--- config.mk ---
export PLATFORM = sky130hd
export DESIGN_NAME = fws_flash_status_host
export DESIGN_NICKNAME = d
export VERILOG_FILES = /design/src/design/fws_pkg.sv /design/src/design/fws_sync.sv /design/src/design/fws_flash_status_host.sv
export SDC_FILE = /design/constraint.sdc
export NUM_CORES = 1
export LEC_CHECK = 0
export BUFFER_PORTS_ARGS = -buffer_cell sky130_fd_sc_hd__buf_2
export CAP_MARGIN = 10
export CORE_MARGIN = 2
export CORE_UTILIZATION = 52
export CTS_BUF_LIST = sky130_fd_sc_hd__clkbuf_4 sky130_fd_sc_hd__clkbuf_8
export CTS_CLUSTER_SIZE = 16
export DETAILED_ROUTE_END_ITERATION = 7
export PLACE_DENSITY = 0.78
export RECOVER_POWER = 100
export SLEW_MARGIN = 30
export SYNTH_ARGS = -nofsm -noshare
export SYNTH_HDL_FRONTEND = slang
export SYNTH_SLANG_ARGS = --single-unit
--- constraint.sdc ---
create_clock -name clk_sys -period 2.18 [get_ports clk_sys]
set_input_delay 0.436 -clock clk_sys [delete_from_list [all_inputs] [get_ports clk_sys]]
set_output_delay 0.436 -clock clk_sys [all_outputs]
set_load 0.05 [all_outputs]
--- src/design/fws_pkg.sv ---
/*
  Constants for the flash status host: register map of the controller,
  status byte layout of the flash, pin timing as cycle counts.
  Assumes a single 100 MHz system clock.
*/
package fws_pkg;

  localparam int CLK_PERIOD_NS = 10;
  localparam int CNT_W         = 16;
  localparam int REG_AW        = 4;
  localparam int REG_DW        = 32;
  localparam int DQ_W          = 8;
  localparam int SYNC_LAT      = 3;  // Pin synchroniser depth

  // Least time in ns to whole cycles, rounded up, at least one
  function automatic int cyc_min(input int ns);
    int c;
    c = (ns + CLK_PERIOD_NS - 1) / CLK_PERIOD_NS;
    return (c < 1) ? 1 : c;
  endfunction : cyc_min

  // Pin timing in ns, as printed
  localparam int RESET_PULSE_MIN_NS        = 500;
  localparam int RESET_TO_STANDBY_TIME_NS  = 20000;
  localparam int RESET_HIGH_BEFORE_READ_NS = 50;
  localparam int READY_AFTER_ALGO_NS       = 20000;
  localparam int ADDRESS_ACCESS_TIME_NS    = 90;
  localparam int OE_HIGH_POLL_NS           = 20;
  localparam int WRITE_PULSE_NS            = 35;
  localparam int WRITE_PULSE_HIGH_NS       = 30;

  // Same times as cycle counts
  localparam logic [CNT_W-1:0] RP_CYC =
    CNT_W'(cyc_min(RESET_PULSE_MIN_NS));
  localparam logic [CNT_W-1:0] RPD_CYC =
    CNT_W'(cyc_min(RESET_TO_STANDBY_TIME_NS));
  localparam logic [CNT_W-1:0] RH_CYC =
    CNT_W'(cyc_min(RESET_HIGH_BEFORE_READ_NS));
  localparam logic [CNT_W-1:0] READY_CYC =
    CNT_W'(cyc_min(READY_AFTER_ALGO_NS));
  // Access time, one edge of margin, three sync stages, the filter flop
  localparam logic [CNT_W-1:0] ACC_CYC =
    CNT_W'(cyc_min(ADDRESS_ACCESS_TIME_NS) + SYNC_LAT + 2);
  localparam logic [CNT_W-1:0] OEPH_CYC =
    CNT_W'(cyc_min(OE_HIGH_POLL_NS));
  localparam logic [CNT_W-1:0] WP_CYC =
    CNT_W'(cyc_min(WRITE_PULSE_NS));
  localparam logic [CNT_W-1:0] WPH_CYC =
    CNT_W'(cyc_min(WRITE_PULSE_HIGH_NS));

  // Controller registers
  localparam logic [REG_AW-1:0] REG_CTRL      = 4'h0;
  localparam logic [REG_AW-1:0] REG_POLL_ADDR = 4'h1;
  localparam logic [REG_AW-1:0] REG_STATUS    = 4'h2;

  // Command bits of the control register
  localparam int CTRL_POLL        = 0;
  localparam int CTRL_RESET       = 1;
  localparam int CTRL_STANDBY     = 2;
  localparam int CTRL_ABORT_CLEAR = 3;

  // Bits of the status register
  localparam int ST_BUSY      = 0;
  localparam int ST_DONE      = 1;
  localparam int ST_FAIL      = 2;
  localparam int ST_ABORT     = 3;
  localparam int ST_READY_PIN = 4;
  localparam int ST_BYTE_LSB  = 8;

  // Flash status byte layout
  localparam int DATA_POLLING_BIT  = 7;
  localparam int TOGGLE_BIT_ONE    = 6;
  localparam int TIMEOUT_FLAG      = 5;
  localparam int ERASE_TIMER_BIT   = 3;
  localparam int TOGGLE_BIT_TWO    = 2;
  localparam int BUFFER_ABORT_FLAG = 1;

  localparam int CMD_LEN = 3;  // Writes in the abort clear sequence

  typedef enum logic [2:0] {
    S_IDLE    = 3'h0,
    S_RST_LOW = 3'h1,
    S_RST_REC = 3'h3,
    S_RD_ACC  = 3'h2,
    S_RD_GAP  = 3'h6,
    S_WR_LOW  = 3'h4,
    S_WR_HIGH = 3'h5
  } fws_state_type;

endpackage : fws_pkg

--- src/design/fws_sync.sv ---
/*
  Three-stage pin synchroniser with agreement filter.
  Assumes asynchronous inputs; output follows once stages two and three
  agree on a bit.
*/
module fws_sync #(
  parameter int W = 1
) (
  input  logic         clk_sys,
  input  logic         rst_n,
  input  logic [W-1:0] din,
  output logic [W-1:0] dout
);

  logic [W-1:0] ff1_reg;
  logic [W-1:0] ff2_reg;
  logic [W-1:0] ff3_reg;
  logic [W-1:0] dout_reg;
  logic [W-1:0] dout_next;

  // Take a bit only where the last two stages agree
  assign dout_next = (ff2_reg & ff3_reg) | (dout_reg & (ff2_reg ^ ff3_reg));
  assign dout      = dout_reg;

  // Shift chain
  always_ff @(posedge clk_sys or negedge rst_n) begin
    if (!rst_n) begin
      ff1_reg  <= '0;
      ff2_reg  <= '0;
      ff3_reg  <= '0;
      dout_reg <= '0;
    end else begin
      ff1_reg  <= din;
      ff2_reg  <= ff1_reg;
      ff3_reg  <= ff2_reg;
      dout_reg <= dout_next;
    end
  end

endmodule : fws_sync

--- src/design/fws_flash_status_host.sv ---
/*
  Host controller for a parallel flash: hardware reset sequencing,
  status polling by the toggle method, and the buffer abort clear
  command. Software reaches it through a simple register port.
  Assumes flash pins outside the clock domain; data bus is shared.
*/
// Decided for this implementation: strobed register access and the address map.
// Function
// - Host issues the buffer abort clear command after an abort.
// - Host never reads a program-suspended sector; other sectors give data. The host does not check this: it polls whatever address software sets.
// - Host polls status at a valid address of the operation.
// - Host polls at the last address loaded into the write buffer.
// - Host holds reset low at least 500 ns.
// - Host holds reset low at least 20 us to reach standby.
// - Host waits at least 50 ns after reset release before reading.
module fws_flash_status_host #(
  parameter int                ADDR_W   = 22,
  // Abort clear sequence: set to the part's command cycles
  parameter logic [3*ADDR_W-1:0] CLR_ADDRS = '0,
  parameter logic [23:0]       CLR_DATAS  = 24'h00_0000
) (
  input  logic                        clk_sys,
  input  logic                        rst_n,
  input  logic [fws_pkg::REG_AW-1:0]  reg_addr,
  input  logic [fws_pkg::REG_DW-1:0]  reg_wdata,
  input  logic                        reg_wr,
  input  logic                        reg_rd,
  output logic [fws_pkg::REG_DW-1:0]  reg_rdata,
  output logic [ADDR_W-1:0]           flash_addr,
  output logic                        flash_ce_n,
  output logic                        flash_oe_n,
  output logic                        flash_we_n,
  output logic                        flash_reset_n,
  input  logic [fws_pkg::DQ_W-1:0]    dq_in,
  output logic [fws_pkg::DQ_W-1:0]    dq_out,
  output logic                        dq_oe,
  input  logic                        ready_busy_n
);
  import fws_pkg::*;

  fws_state_type     state_reg, state_next;
  logic [CNT_W-1:0]  cnt_reg, cnt_next;
  logic [ADDR_W-1:0] poll_addr_reg, poll_addr_next;
  logic [ADDR_W-1:0] addr_reg, addr_next;
  logic              ce_n_reg, ce_n_next;
  logic              oe_n_reg, oe_n_next;
  logic              we_n_reg, we_n_next;
  logic              rst_pin_reg, rst_pin_next;
  logic [DQ_W-1:0]   dq_out_reg, dq_out_next;
  logic              dq_oe_reg, dq_oe_next;
  logic [DQ_W-1:0]   byte_reg, byte_next;
  logic              prev_t1_reg, prev_t1_next;
  logic              first_reg, first_next;
  logic              tmo_seen_reg, tmo_seen_next;
  logic              done_reg, done_next;
  logic              fail_reg, fail_next;
  logic              abort_reg, abort_next;
  logic              algo_reg, algo_next;
  logic [1:0]        idx_reg, idx_next;
  logic [REG_DW-1:0] rdata_reg, rdata_next;
  logic [DQ_W-1:0]   dq_s;
  logic              rb_s;

  // Pin inputs cross into the clock domain
  fws_sync #(.W(DQ_W)) u_dq_sync (
    .clk_sys (clk_sys),
    .rst_n   (rst_n),
    .din     (dq_in),
    .dout    (dq_s)
  );

  fws_sync #(.W(1)) u_rb_sync (
    .clk_sys (clk_sys),
    .rst_n   (rst_n),
    .din     (ready_busy_n),
    .dout    (rb_s)
  );

  // Command and register decode
  logic wr_ctrl;
  logic wr_paddr;
  logic idle;
  logic cnt_done;
  logic toggled;
  logic [REG_DW-1:0] status_word;

  assign wr_ctrl  = reg_wr && (reg_addr == REG_CTRL);
  assign wr_paddr = reg_wr && (reg_addr == REG_POLL_ADDR);
  assign idle     = (state_reg == S_IDLE);
  assign cnt_done = (cnt_reg == '0);
  assign toggled  = dq_s[TOGGLE_BIT_ONE] != prev_t1_reg;

  // Status word of the controller
  assign status_word = {16'h0000, byte_reg, 3'b000, rb_s, abort_reg,
                        fail_reg, done_reg, ~idle};

  // Read data stand one cycle after the strobe
  assign rdata_next =
    !reg_rd                       ? '0 :
    (reg_addr == REG_POLL_ADDR)   ? REG_DW'(poll_addr_reg) :
    (reg_addr == REG_STATUS)      ? status_word : '0;

  assign poll_addr_next = (wr_paddr && idle) ? reg_wdata[ADDR_W-1:0]
                                             : poll_addr_reg;

  // Sequencer next state
  always_comb begin
    state_next    = state_reg;
    cnt_next      = cnt_done ? cnt_reg : cnt_reg - 1'b1;
    addr_next     = addr_reg;
    ce_n_next     = ce_n_reg;
    oe_n_next     = oe_n_reg;
    we_n_next     = we_n_reg;
    rst_pin_next  = rst_pin_reg;
    dq_out_next   = dq_out_reg;
    dq_oe_next    = dq_oe_reg;
    byte_next     = byte_reg;
    prev_t1_next  = prev_t1_reg;
    first_next    = first_reg;
    tmo_seen_next = tmo_seen_reg;
    done_next     = done_reg;
    fail_next     = fail_reg;
    abort_next    = abort_reg;
    algo_next     = algo_reg;
    idx_next      = idx_reg;
    unique case (state_reg)
      S_IDLE: begin
        if (wr_ctrl && (reg_wdata[CTRL_RESET] || reg_wdata[CTRL_STANDBY]))
        begin
          rst_pin_next = 1'b0;
          ce_n_next    = 1'b1;
          cnt_next     = reg_wdata[CTRL_STANDBY] ? RPD_CYC - 1'b1
                                                 : RP_CYC - 1'b1;
          algo_next    = ~rb_s;  // Algorithm running when busy is low
          done_next    = 1'b0;
          fail_next    = 1'b0;
          abort_next   = 1'b0;
          state_next   = S_RST_LOW;
        end else if (wr_ctrl && reg_wdata[CTRL_ABORT_CLEAR]) begin
          idx_next    = 2'd0;
          addr_next   = CLR_ADDRS[ADDR_W-1:0];
          dq_out_next = CLR_DATAS[DQ_W-1:0];
          dq_oe_next  = 1'b1;
          ce_n_next   = 1'b0;
          we_n_next   = 1'b0;
          cnt_next    = WP_CYC - 1'b1;
          state_next  = S_WR_LOW;
        end else if (wr_ctrl && reg_wdata[CTRL_POLL]) begin
          addr_next     = poll_addr_reg;
          ce_n_next     = 1'b0;
          oe_n_next     = 1'b0;
          cnt_next      = ACC_CYC - 1'b1;
          first_next    = 1'b1;
          tmo_seen_next = 1'b0;
          done_next     = 1'b0;
          fail_next     = 1'b0;
          abort_next    = 1'b0;
          state_next    = S_RD_ACC;
        end
      end
      S_RST_LOW: begin
        if (cnt_done) begin
          rst_pin_next = 1'b1;
          cnt_next   = algo_reg ? READY_CYC - 1'b1 : RH_CYC - 1'b1;
          state_next = S_RST_REC;
        end
      end
      S_RST_REC: begin
        if (cnt_done) begin
          done_next  = 1'b1;
          state_next = S_IDLE;
        end
      end
      S_RD_ACC: begin
        if (cnt_done) begin
          byte_next    = dq_s;  // status byte captured
          ce_n_next    = 1'b1;
          oe_n_next    = 1'b1;
          prev_t1_next = dq_s[TOGGLE_BIT_ONE];
          first_next   = 1'b0;
          cnt_next     = OEPH_CYC - 1'b1;
          state_next   = S_RD_GAP;
          if (!first_reg) begin
            if (!toggled) begin
              done_next  = 1'b0 | 1'b1;
              state_next = S_IDLE;
            end else if (dq_s[BUFFER_ABORT_FLAG]) begin
              abort_next = 1'b1;
              state_next = S_IDLE;
            end else if (tmo_seen_reg) begin
              fail_next  = 1'b1;
              state_next = S_IDLE;
            end else begin
              tmo_seen_next = dq_s[TIMEOUT_FLAG];
            end
          end
        end
      end
      S_RD_GAP: begin
        if (cnt_done) begin
          ce_n_next  = 1'b0;
          oe_n_next  = 1'b0;
          cnt_next   = ACC_CYC - 1'b1;
          state_next = S_RD_ACC;
        end
      end
      S_WR_LOW: begin
        if (cnt_done) begin
          we_n_next  = 1'b1;
          ce_n_next  = 1'b1;
          cnt_next   = WPH_CYC - 1'b1;
          state_next = S_WR_HIGH;
        end
      end
      S_WR_HIGH: begin
        if (cnt_done) begin
          if (idx_reg == 2'(CMD_LEN - 1)) begin
            dq_oe_next = 1'b0;
            abort_next = 1'b0;
            done_next  = 1'b1;
            state_next = S_IDLE;
          end else begin
            idx_next    = idx_reg + 1'b1;
            addr_next   = CLR_ADDRS[(idx_reg + 1'b1)*ADDR_W +: ADDR_W];
            dq_out_next = CLR_DATAS[(idx_reg + 1'b1)*DQ_W +: DQ_W];
            ce_n_next   = 1'b0;
            we_n_next   = 1'b0;
            cnt_next    = WP_CYC - 1'b1;
            state_next  = S_WR_LOW;
          end
        end
      end
      default: begin
        state_next = S_IDLE;
      end
    endcase
  end

  // Pins and state registers
  always_ff @(posedge clk_sys or negedge rst_n) begin
    if (!rst_n) begin
      state_reg    <= S_IDLE;
      cnt_reg      <= '0;
      poll_addr_reg <= '0;
      addr_reg     <= '0;
      ce_n_reg     <= 1'b1;
      oe_n_reg     <= 1'b1;
      we_n_reg     <= 1'b1;
      rst_pin_reg  <= 1'b1;
      dq_out_reg   <= '0;
      dq_oe_reg    <= 1'b0;
      byte_reg     <= '0;
      prev_t1_reg  <= 1'b0;
      first_reg    <= 1'b0;
      tmo_seen_reg <= 1'b0;
      done_reg     <= 1'b0;
      fail_reg     <= 1'b0;
      abort_reg    <= 1'b0;
      algo_reg     <= 1'b0;
      idx_reg      <= 2'd0;
      rdata_reg    <= '0;
    end else begin
      state_reg    <= state_next;
      cnt_reg      <= cnt_next;
      poll_addr_reg <= poll_addr_next;
      addr_reg     <= addr_next;
      ce_n_reg     <= ce_n_next;
      oe_n_reg     <= oe_n_next;
      we_n_reg     <= we_n_next;
      rst_pin_reg  <= rst_pin_next;
      dq_out_reg   <= dq_out_next;
      dq_oe_reg    <= dq_oe_next;
      byte_reg     <= byte_next;
      prev_t1_reg  <= prev_t1_next;
      first_reg    <= first_next;
      tmo_seen_reg <= tmo_seen_next;
      done_reg     <= done_next;
      fail_reg     <= fail_next;
      abort_reg    <= abort_next;
      algo_reg     <= algo_next;
      idx_reg      <= idx_next;
      rdata_reg    <= rdata_next;
    end
  end

  // Outputs straight from flip-flops
  assign reg_rdata     = rdata_reg;
  assign flash_addr    = addr_reg;
  assign flash_ce_n    = ce_n_reg;
  assign flash_oe_n    = oe_n_reg;
  assign flash_we_n    = we_n_reg;
  assign flash_reset_n = rst_pin_reg;
  assign dq_out        = dq_out_reg;
  assign dq_oe         = dq_oe_reg;

endmodule : fws_flash_status_host

# --- Word level (Yosys, flattened, before mapping) ---
# Cells that the tools add are included.
word_totals:
  register_bits: 151
  input_bits: 49
  output_inout_bits: 67
  word_cells: 208
op_classes:
  n_addsub: 3
  mul: 1
  n_eq_ne: 34
  shift: 2
  mux: 96
  bitwise_logic: 10
  reduce_logical: 34
op_table:
  columns: ["op", "count"]
  rows:
  - ["two-way mux 16 bit", 11]
  - ["two-way mux 22 bit", 7]
  - ["case mux 16 bit (6 select lines)", 1]
  - ["variable part select 66 x 33 -> 22 bit (first input constant)", 1]
  - ["case mux 22 bit (2 select lines)", 1]
  - ["two-way mux 3 bit", 14]
  - ["two-way mux 1 bit", 39]
  - ["multiplier 32 x 4 -> 31 bit (second input constant)", 1]
  - ["two-way mux 8 bit", 4]
  - ["!= test 2 bit (second input constant)", 15]
  - ["variable part select 24 x 7 -> 8 bit (first input constant)", 1]
  - ["two-way mux 11 bit", 2]
  - ["case mux 3 bit (7 select lines)", 1]
  - ["AND reduction 5 bit", 4]
  - ["AND reduction 6 bit", 3]
  - ["AND reduction 9 bit", 2]
  - ["AND 8 bit", 2]
  - ["logical NOT 16 bit", 1]
  - ["case mux 8 bit (2 select lines)", 1]
  - ["AND reduction 8 bit", 2]
  - ["subtractor 16 x 1 -> 16 bit (second input constant)", 1]
  - ["!= test 2 x 1 -> 1 bit (second input constant)", 5]
  - ["case mux 1 bit (2 select lines)", 5]
  - ["equality test 3 bit (second input constant)", 3]
  - ["32 further kinds", 53]

# --- Longest topological paths before layout ---
# Gate-level depths: netlist (run 1).
logic_depth:
  depth_word: 7
  depth_mapped: 10
  mapped_depth_nobuf: 10

# --- Cells and area by module ---
# From an unflattened synthesis (run 1), not the netlist that was laid out.
hier_totals:
  hier_cells: 538
  hier_area_um2: 6221.0
modules_own_cells:
  columns: ["mod", "instances", "cells_per_inst", "area_per_inst_um2", "seq_area_each_um2"]
  rows:
  - ["fws_flash_status_host", 1, 484, 5139.9, 2657.5]
  - ["fws_sync at u_dq_sync", 1, 48, 960.9, 800.8]
  - ["fws_sync at u_rb_sync", 1, 6, 120.1, 100.1]

# --- Worst setup path after synthesis (run 1) ---
# No wires, ideal clock.
synth_timing:
  path_type: "reg-to-reg"
  start: "register cnt_reg[0]"
  end: "register byte_reg[0]"
  setup_time_ps: 128
  arrival_time_ps: 1967
  required_time_ps: 2052
  path_slack_ps: 86
  stages_incl_launch_ff: 9
  n_path_buf: 2
  synth_period_minus_slack_ps: 2094
  cell_sequence: "dfrtp_1 > inv_1 > ha_1 > nor4b_1 > and4_1 > buf_2 > and2_1 > buf_2 > mux2_1"
synth_via:
  elab_chain_len: 2
synth_rtl:
  columns: ["element", "line", "source"]
  rows:
  - ["start: declaration", "fws_flash_status_host.sv:42", "logic [CNT_W-1:0] cnt_reg, cnt_next;"]
  - ["start signal: assignment", "fws_flash_status_host.sv:264", "cnt_reg <= cnt_next;"]
  - ["logical NOT 16 bit", "fws_flash_status_host.sv:90", "assign cnt_done = (cnt_reg == '0);"]
  - ["AND reduction 2 bit (no line)", null, null]
  - ["end signal: assignment", "fws_flash_status_host.sv:273", "byte_reg <= byte_next;"]
  - ["end: declaration", "fws_flash_status_host.sv:51", "logic [DQ_W-1:0] byte_reg, byte_next;"]
# Every way passes these cells.
# A chain may end at the register's enable or synchronous reset.

# --- Worst setup path in the final report (run 1) ---
layout_timing:
  start: "register cnt_reg[0]"
  end: "register idx_reg[1]"
layout_via:
  elab_chain_len: 3
layout_rtl:
  columns: ["element", "line", "source"]
  rows:
  - ["logical NOT 16 bit", "fws_flash_status_host.sv:90", null]
  - ["!= test 2 bit (no line)", null, null]
  - ["AND reduction 5 bit (no line)", null, null]
  - ["end signal: assignment", "fws_flash_status_host.sv:281", "idx_reg <= idx_next;"]
  - ["end: declaration", "fws_flash_status_host.sv:59", "logic [1:0] idx_reg, idx_next;"]
# Every way passes these cells.

==> results.toml, run 1 <==
[timing]
max_slew_margin_pct = 23.1
tightestPinTransition_ns = 1.15
fin_worst_hold_slack_ns = 0.101
timing_hold_violations_final = 0
post-route-period-util_pct = 98.2
final.setup_skew_ns = 0.00982
post-route-worst-setup-slack_ns = 0.0402
report.final.slew_viol_count = 0
clock.fmax_mhz = 467
period_minus_slack_ns = 2.14
tns_ns = 0
number_of_setup_violations_in_the_final_report = 0

[run_status]
run_status = "finished clean"

[synthesis]
synth-warning-count = 0
netlist_top_cells_area = "dfrtp_1, mux2i_1, mux2_1"
asyncSetResetFlopFracSynth_pct = 100
synth.top_cell.area_share_pct = 54.3
synth.ff_latch_count = 142
synth.lib_cells_used.distinct = 64
syn_inst = 565
synth_edf_count = 0
syn_avg_cell_area_um2 = 11.3
syn-cell-area_mm2 = 0.00636
cell_type_contributing_the_most_total_cell_area_after_synthesis = "dfrtp_1"
yosysSeqAreaShare_pct = 55.9
synth_top_flop_cell = "dfrtp_1"

[clock_tree]
cts_htree_levels = 4
cts_inserted_buffers = 17
clock_latency_on_the_worst_skew_pair_ns = 0.44
cts_buffer_depth = 2
cts.clk_slew.worst_paths_ns = 0.08
clkSinkCount = 142
tritoncts = "done"
root_buffer_selected_by_cts = "clkbuf_8"

[setup_path]
r2r.worst_path.cells = 9
timing.critical_path.required_ns = 2.50
critical_path.startpoint_type = "flop"
critPathMaxFanout = 10
worst-setup-path-type = "reg -> reg"
endpoint_kind = "flop"
worstPathArrival_ns = 2.46
reg2reg_setup_slack_ns = 0.04

[power]
irDropWorstVdd_mv = 0.731
total_leakage_power_nw = 3.71
powerDensity_mw_per_mm2 = 1290
finalPower_w = 0.00996

[routing]
drt-vias-per-instance = 5.57
detail-route-antenna-nets = 0
drt_drc = 0
drt_first_pass_iters = 5
drt_first_iter_violations = 465
route.final.wire_length_um = 14900
wl_per_cell_um = 17.2
vias = 4842

[min_path]
hold_path_depth = 1
min-delay-path-class = "in -> reg"

[grt]
first_pass_grt_wire_length_um = 24000
globalRouteOverflowTotal = 0
antenna_found_initial = 0
grt_max_degree = 52
global_route_usage_over_all_layers_pct = 23.9
first_global_vias = 4852

[cells_and_area]
layout.cells.most_common = "dfrtp_1"
layout_overhead_on_the_synthesized_area_pct = 21.7
nNetsFinal = 771
most-common-layout-cells = "dfrtp_1, buf_4, clkbuf_1"
finish.instance_area_mm2 = 0.00774
post_route_cells_drive_above_1_share_pct = 24.2
antenna_cells = 0

[placed_design]
detailedPlace.worstSlack_ns = -0.115
dp.final_hpwl_um = 10400
port_buffers = 87
post_dp_cell_area_mm2 = 0.00727
gp_congestion = 0.886

[run]
max_cap_viol_count = 0

[die]
start_util_pct = 53.2
floorplan.die_area_mm2 = 0.0131
fp.dieH_um = 115
row_count = 40
die_width_um = 115
fp.coreArea_mm2 = 0.0120
ios = 116
[cell type report]
type                    instances  area [um2]
multi-input cells             367        2600
well taps                     147         184
flip-flops and latches        142        3560
clock buffers                  19         249
fillers                       970        4220
repair buffers                151         901
clock inverters                13         138
inverters                      30         113
[metal layers]
layer | GRT usage (%) | wire length (um) | vias up
li1 | - | - | 2241
met4 | 9.92 | 304 | 0
met3 | 4.29 | 842 | 22
met1 | 31.0 | 6370 | 2406
met5 | 0 | 0 | -
met2 | 39.8 | 7400 | 173
[worst max-delay path: stages (launching register included)]
cell and delay [ns]:
dfrtp_1 0.39, inv_2 0.09, ha_4 0.14, nor4b_4 0.20, nand4_1 0.19, clkbuf_4 0.20, buf_4 0.17, nor3_2 0.19
o21ai_2 0.10, mux2_1 0.34
[repair_timing]
| item | in CTS | in global routing |
|---|---|---|
| hold buffers | 1 | 0 |
| buffers inserted | 6 | 4 |
| pin swaps | 3 | 5 |
| hold endpoints to repair | 37 | 0 |
| gates cloned | 1 | 0 |
| gates resized for setup | 8 | 9 |
| setup endpoints to repair | 47 | 31 |
[path summary, 6_finish.rpt]
path	from	to
setup / recovery	cnt_reg[0]	idx_reg[1]
hold / removal	dq_in[2]	u_dq_sync.ff1_reg[2]
setup reg to reg	cnt_reg[0]	idx_reg[1]
hold reg to reg	u_rb_sync.ff1_reg	u_rb_sync.ff2_reg
max in group asynchronous	rst_n	poll_addr_reg[1]
min in group asynchronous	rst_n	u_dq_sync.ff1_reg[3]
[cells in the mapped netlist, types with 4 or more instances]
cell / number
mux2_1: 19
a31oi_1: 5
nor3_1: 25
clkbuf_1: 16
and2_1: 13
o21ai_1: 13
dfrtp_1: 138
o22ai_1: 6
mux2_2: 14
nand3_1: 10
inv_1: 29
xnor2_1: 12
dfstp_2: 4
o21ai_0: 5
a21o_1: 12
ha_1: 13
a22oi_1: 4
nor2_1: 32
buf_4: 18
nand2b_1: 4
o31ai_1: 5
a22o_1: 12
mux2i_1: 22
nand2_1: 43
buf_2: 8
a21oi_1: 25
[stage by stage]
step	std cells	utilization, %
final	869	64.7
after global routing	869	64.7
after CTS	865	65.1
after detailed placement	825	60.8
after global placement	825	60.8
after floorplan	582	-
[logic make-up after synthesis]
logic type / count (synthesis) / share of synthesized area [%]
AND/OR/NAND/NOR: 159 / 13.3
flip-flops: 142 / 55.9
AO/OA/AOI/OAI: 108 / 11.4
buffers and inverters: 73 / 5.53
multiplexers: 55 / 9.30
XOR/XNOR: 14 / 1.93
adder cells (fa/ha/maj): 13 / 2.56
other: 1 / 0.0590
[power breakdown]
part	switching, W	internal [W]	total, W
registers	0.000446	0.00327	0.00371
logic	0.00248	0.00172	0.00421
clock network	0.000995	0.00104	0.00204
No activity file was read; power rests on OpenSTA's default activity.
==> run 2, diff against run 1 <==
==> constraint.sdc (replaced) <==
create_clock -name clk_sys -period 2.18 [get_ports clk_sys]
set_input_delay 0.436 -clock clk_sys [delete_from_list [all_inputs] [get_ports clk_sys]]
set_output_delay 0.436 -clock clk_sys [all_outputs]
set_load 0.01 [all_outputs]
==> run 2 against run 1 <==
Sequential power about the same. Highest routed layer unchanged. Critical path type unchanged. Critical endpoint unchanged. Worst setup slack better by 0.00091 ns. Final area about the same. Critical path depth unchanged. Register-to-register slack about the same. Via count down 0.48%. Non-clock buffer count unchanged. Worst hold slack about the same.
==> results.toml, run 2 (synthesis gave the netlist of run 1 again) <==
[power]
clock_power_share_pct = 21.7
power_switching_share_pct = 35.6
pwr-share-comb_pct = 38.7
total_leakage_power_nw = 3.72
power.net_switching_w = 0.00334
finalPower_w = 0.00938
irDropWorstVdd_mv = 0.667
p_int_w = 0.00603
powerDensity_mw_per_mm2 = 1210
pwr-share-seq_pct = 39.6

[routing]
drt_drc = 0
drt-vias-per-instance = 5.55
drt_first_iter_violations = 465
vias = 4819
wl_per_cell_um = 17.2
route.final.wire_length_um = 14900
detail-route-antenna-nets = 0
drt_first_pass_iters = 5

[setup_path]
setup.worst_path.end = "idx_reg[1]"
startpoint = "cnt_reg[0]"
r2r_end = "idx_reg[1]"
cpPeakStageDelay_ns = 0.39
r2r.worst_path.cells = 9
critPathMaxFanout = 10
worst-setup-path-type = "reg -> reg"
timing.critical_path.required_ns = 2.50
reg2reg_setup_slack_ns = 0.04
worstPathArrival_ns = 2.46
timing.rr.start = "cnt_reg[0]"
critical_path.startpoint_type = "flop"
critical_path.slowest_cell = "dfrtp_1"
endpoint_kind = "flop"
crit_path_cell_trace = "inv_2 > ha_4 > nor4b_4 > nand4_1 > clkbuf_4 > buf_4 > nor3_2 > o21ai_2 > mux2_1"

[cells_and_area]
multi_input_comb_area_mm2 = 0.00260
post_route_cells_drive_above_1_share_pct = 24.2
nNetsFinal = 771
most-common-layout-cells = "dfrtp_1, buf_4, clkbuf_1"
finish.instance_area_mm2 = 0.00774
layout_overhead_on_the_synthesized_area_pct = 21.7
regArea_mm2 = 0.00356
final.fill_count = 969
post-route-util_pct = 64.7
antenna_cells = 0
layout.cells.most_common = "dfrtp_1"

[timing]
post-route-period-util_pct = 98.1
tightestPinTransition_ns = 1.15
period_minus_slack_ns = 2.14
tns_ns = 0
number_of_setup_violations_in_the_final_report = 0
final.setup_skew_ns = 0.00983
clock.fmax_mhz = 468
max_slew_margin_pct = 23.1
timing_hold_violations_final = 0
report.final.slew_viol_count = 0

[clock_tree]
cts_htree_levels = 4
clkSinkCount = 142
cts.clk_slew.worst_paths_ns = 0.08
tritoncts = "done"
clock_latency_on_the_worst_skew_pair_ns = 0.44
cts_inserted_buffers = 17
cts_buffer_depth = 2
root_buffer_selected_by_cts = "clkbuf_8"

[grt]
first_pass_grt_wire_length_um = 24000
antenna_found_initial = 0
globalRouteOverflowTotal = 0
first_global_vias = 4852
grt_max_degree = 52
global_route_usage_over_all_layers_pct = 23.9

[placed_design]
gp_congestion = 0.886
dp.final_hpwl_um = 10400
post_dp_cell_area_mm2 = 0.00727
port_buffers = 87

[die]
ios = 116
start_util_pct = 53.2
fp.dieH_um = 115
die_width_um = 115
row_count = 40
fp.coreArea_mm2 = 0.0120
floorplan.die_area_mm2 = 0.0131

[run_status]
run_status = "finished clean"

[run]
max_cap_viol_count = 0

[min_path]
min-delay-path-class = "in -> reg"
hold_path_depth = 1
==> run 2: final cells by class <==
| class | instances | share of cell area [%] |
|---|---|---|
| Sequential cell | 142 | 46.0 |
| Multi-Input combinational cell | 367 | 33.6 |
| Timing Repair Buffer | 151 | 11.7 |
| Clock buffer | 19 | 3.22 |
| Tap cell | 147 | 2.38 |
| Clock inverter | 13 | 1.78 |
| Inverter | 30 | 1.45 |
==> run 2: critical path: cells and delay by family (launching register included) <==
kind                       cells  cell delay (ns)
adders and majority gates      1             0.14
AOI/OAI and AO/OA              1             0.11
muxes                          1             0.34
DFF                            1             0.39
and+or+nand+nor                3             0.58
buffers and inverters          3             0.46
==> run 2: per-layer routing <==
metal	up-vias	GRT usage, %	wire length, um
met4	0	9.92	330
li1	2239	-	-
met2	161	39.8	7370
met3	24	4.29	830
met1	2395	31.0	6380
met5	-	0	0
==> run 2: power by group through the flow <==
stage | sequential (W) | combinational, W | clock (W)
floorplan | 0.00375 | 0.00207 | 0
global placement | 0.00368 | 0.00327 | 0
detailed placement | 0.00372 | 0.00338 | 0
CTS | 0.00369 | 0.00357 | 0.00209
global route | 0.00379 | 0.00397 | 0.00220
finish | 0.00371 | 0.00363 | 0.00204
==> run 2: how the worst min path moves through the flow <==
stage,end,start
floorplan,abort_reg,rst_n
CTS,u_dq_sync.ff1_reg[0],dq_in[0]
finish,u_dq_sync.ff1_reg[2],dq_in[2]
global placement,u_rb_sync.ff2_reg,u_rb_sync.ff1_reg
detailed placement,u_dq_sync.ff2_reg[7],u_dq_sync.ff1_reg[7]
global route,u_dq_sync.ff1_reg[6],dq_in[6]
==> run 2: what timing repair did <==
action,in CTS,in global routing
setup endpoints to repair,47,31
gates cloned,1,0
setup buffers,6,4
gates resized for setup,8,9
pin swaps,3,5
hold buffers,1,0
endpoints found under the hold margin,37,0
==> run 2: stage by stage <==
stage	hold WS [ns]	instances	setup WS, ns
after floorplan	0.140	582	0.0855
after global placement	0.332	825	-0.0474
after detailed placement	0.336	825	-0.115
after CTS	0.0635	865	-0.00262
after global routing	0.0686	869	-0.00874
final	0.100	869	0.0411
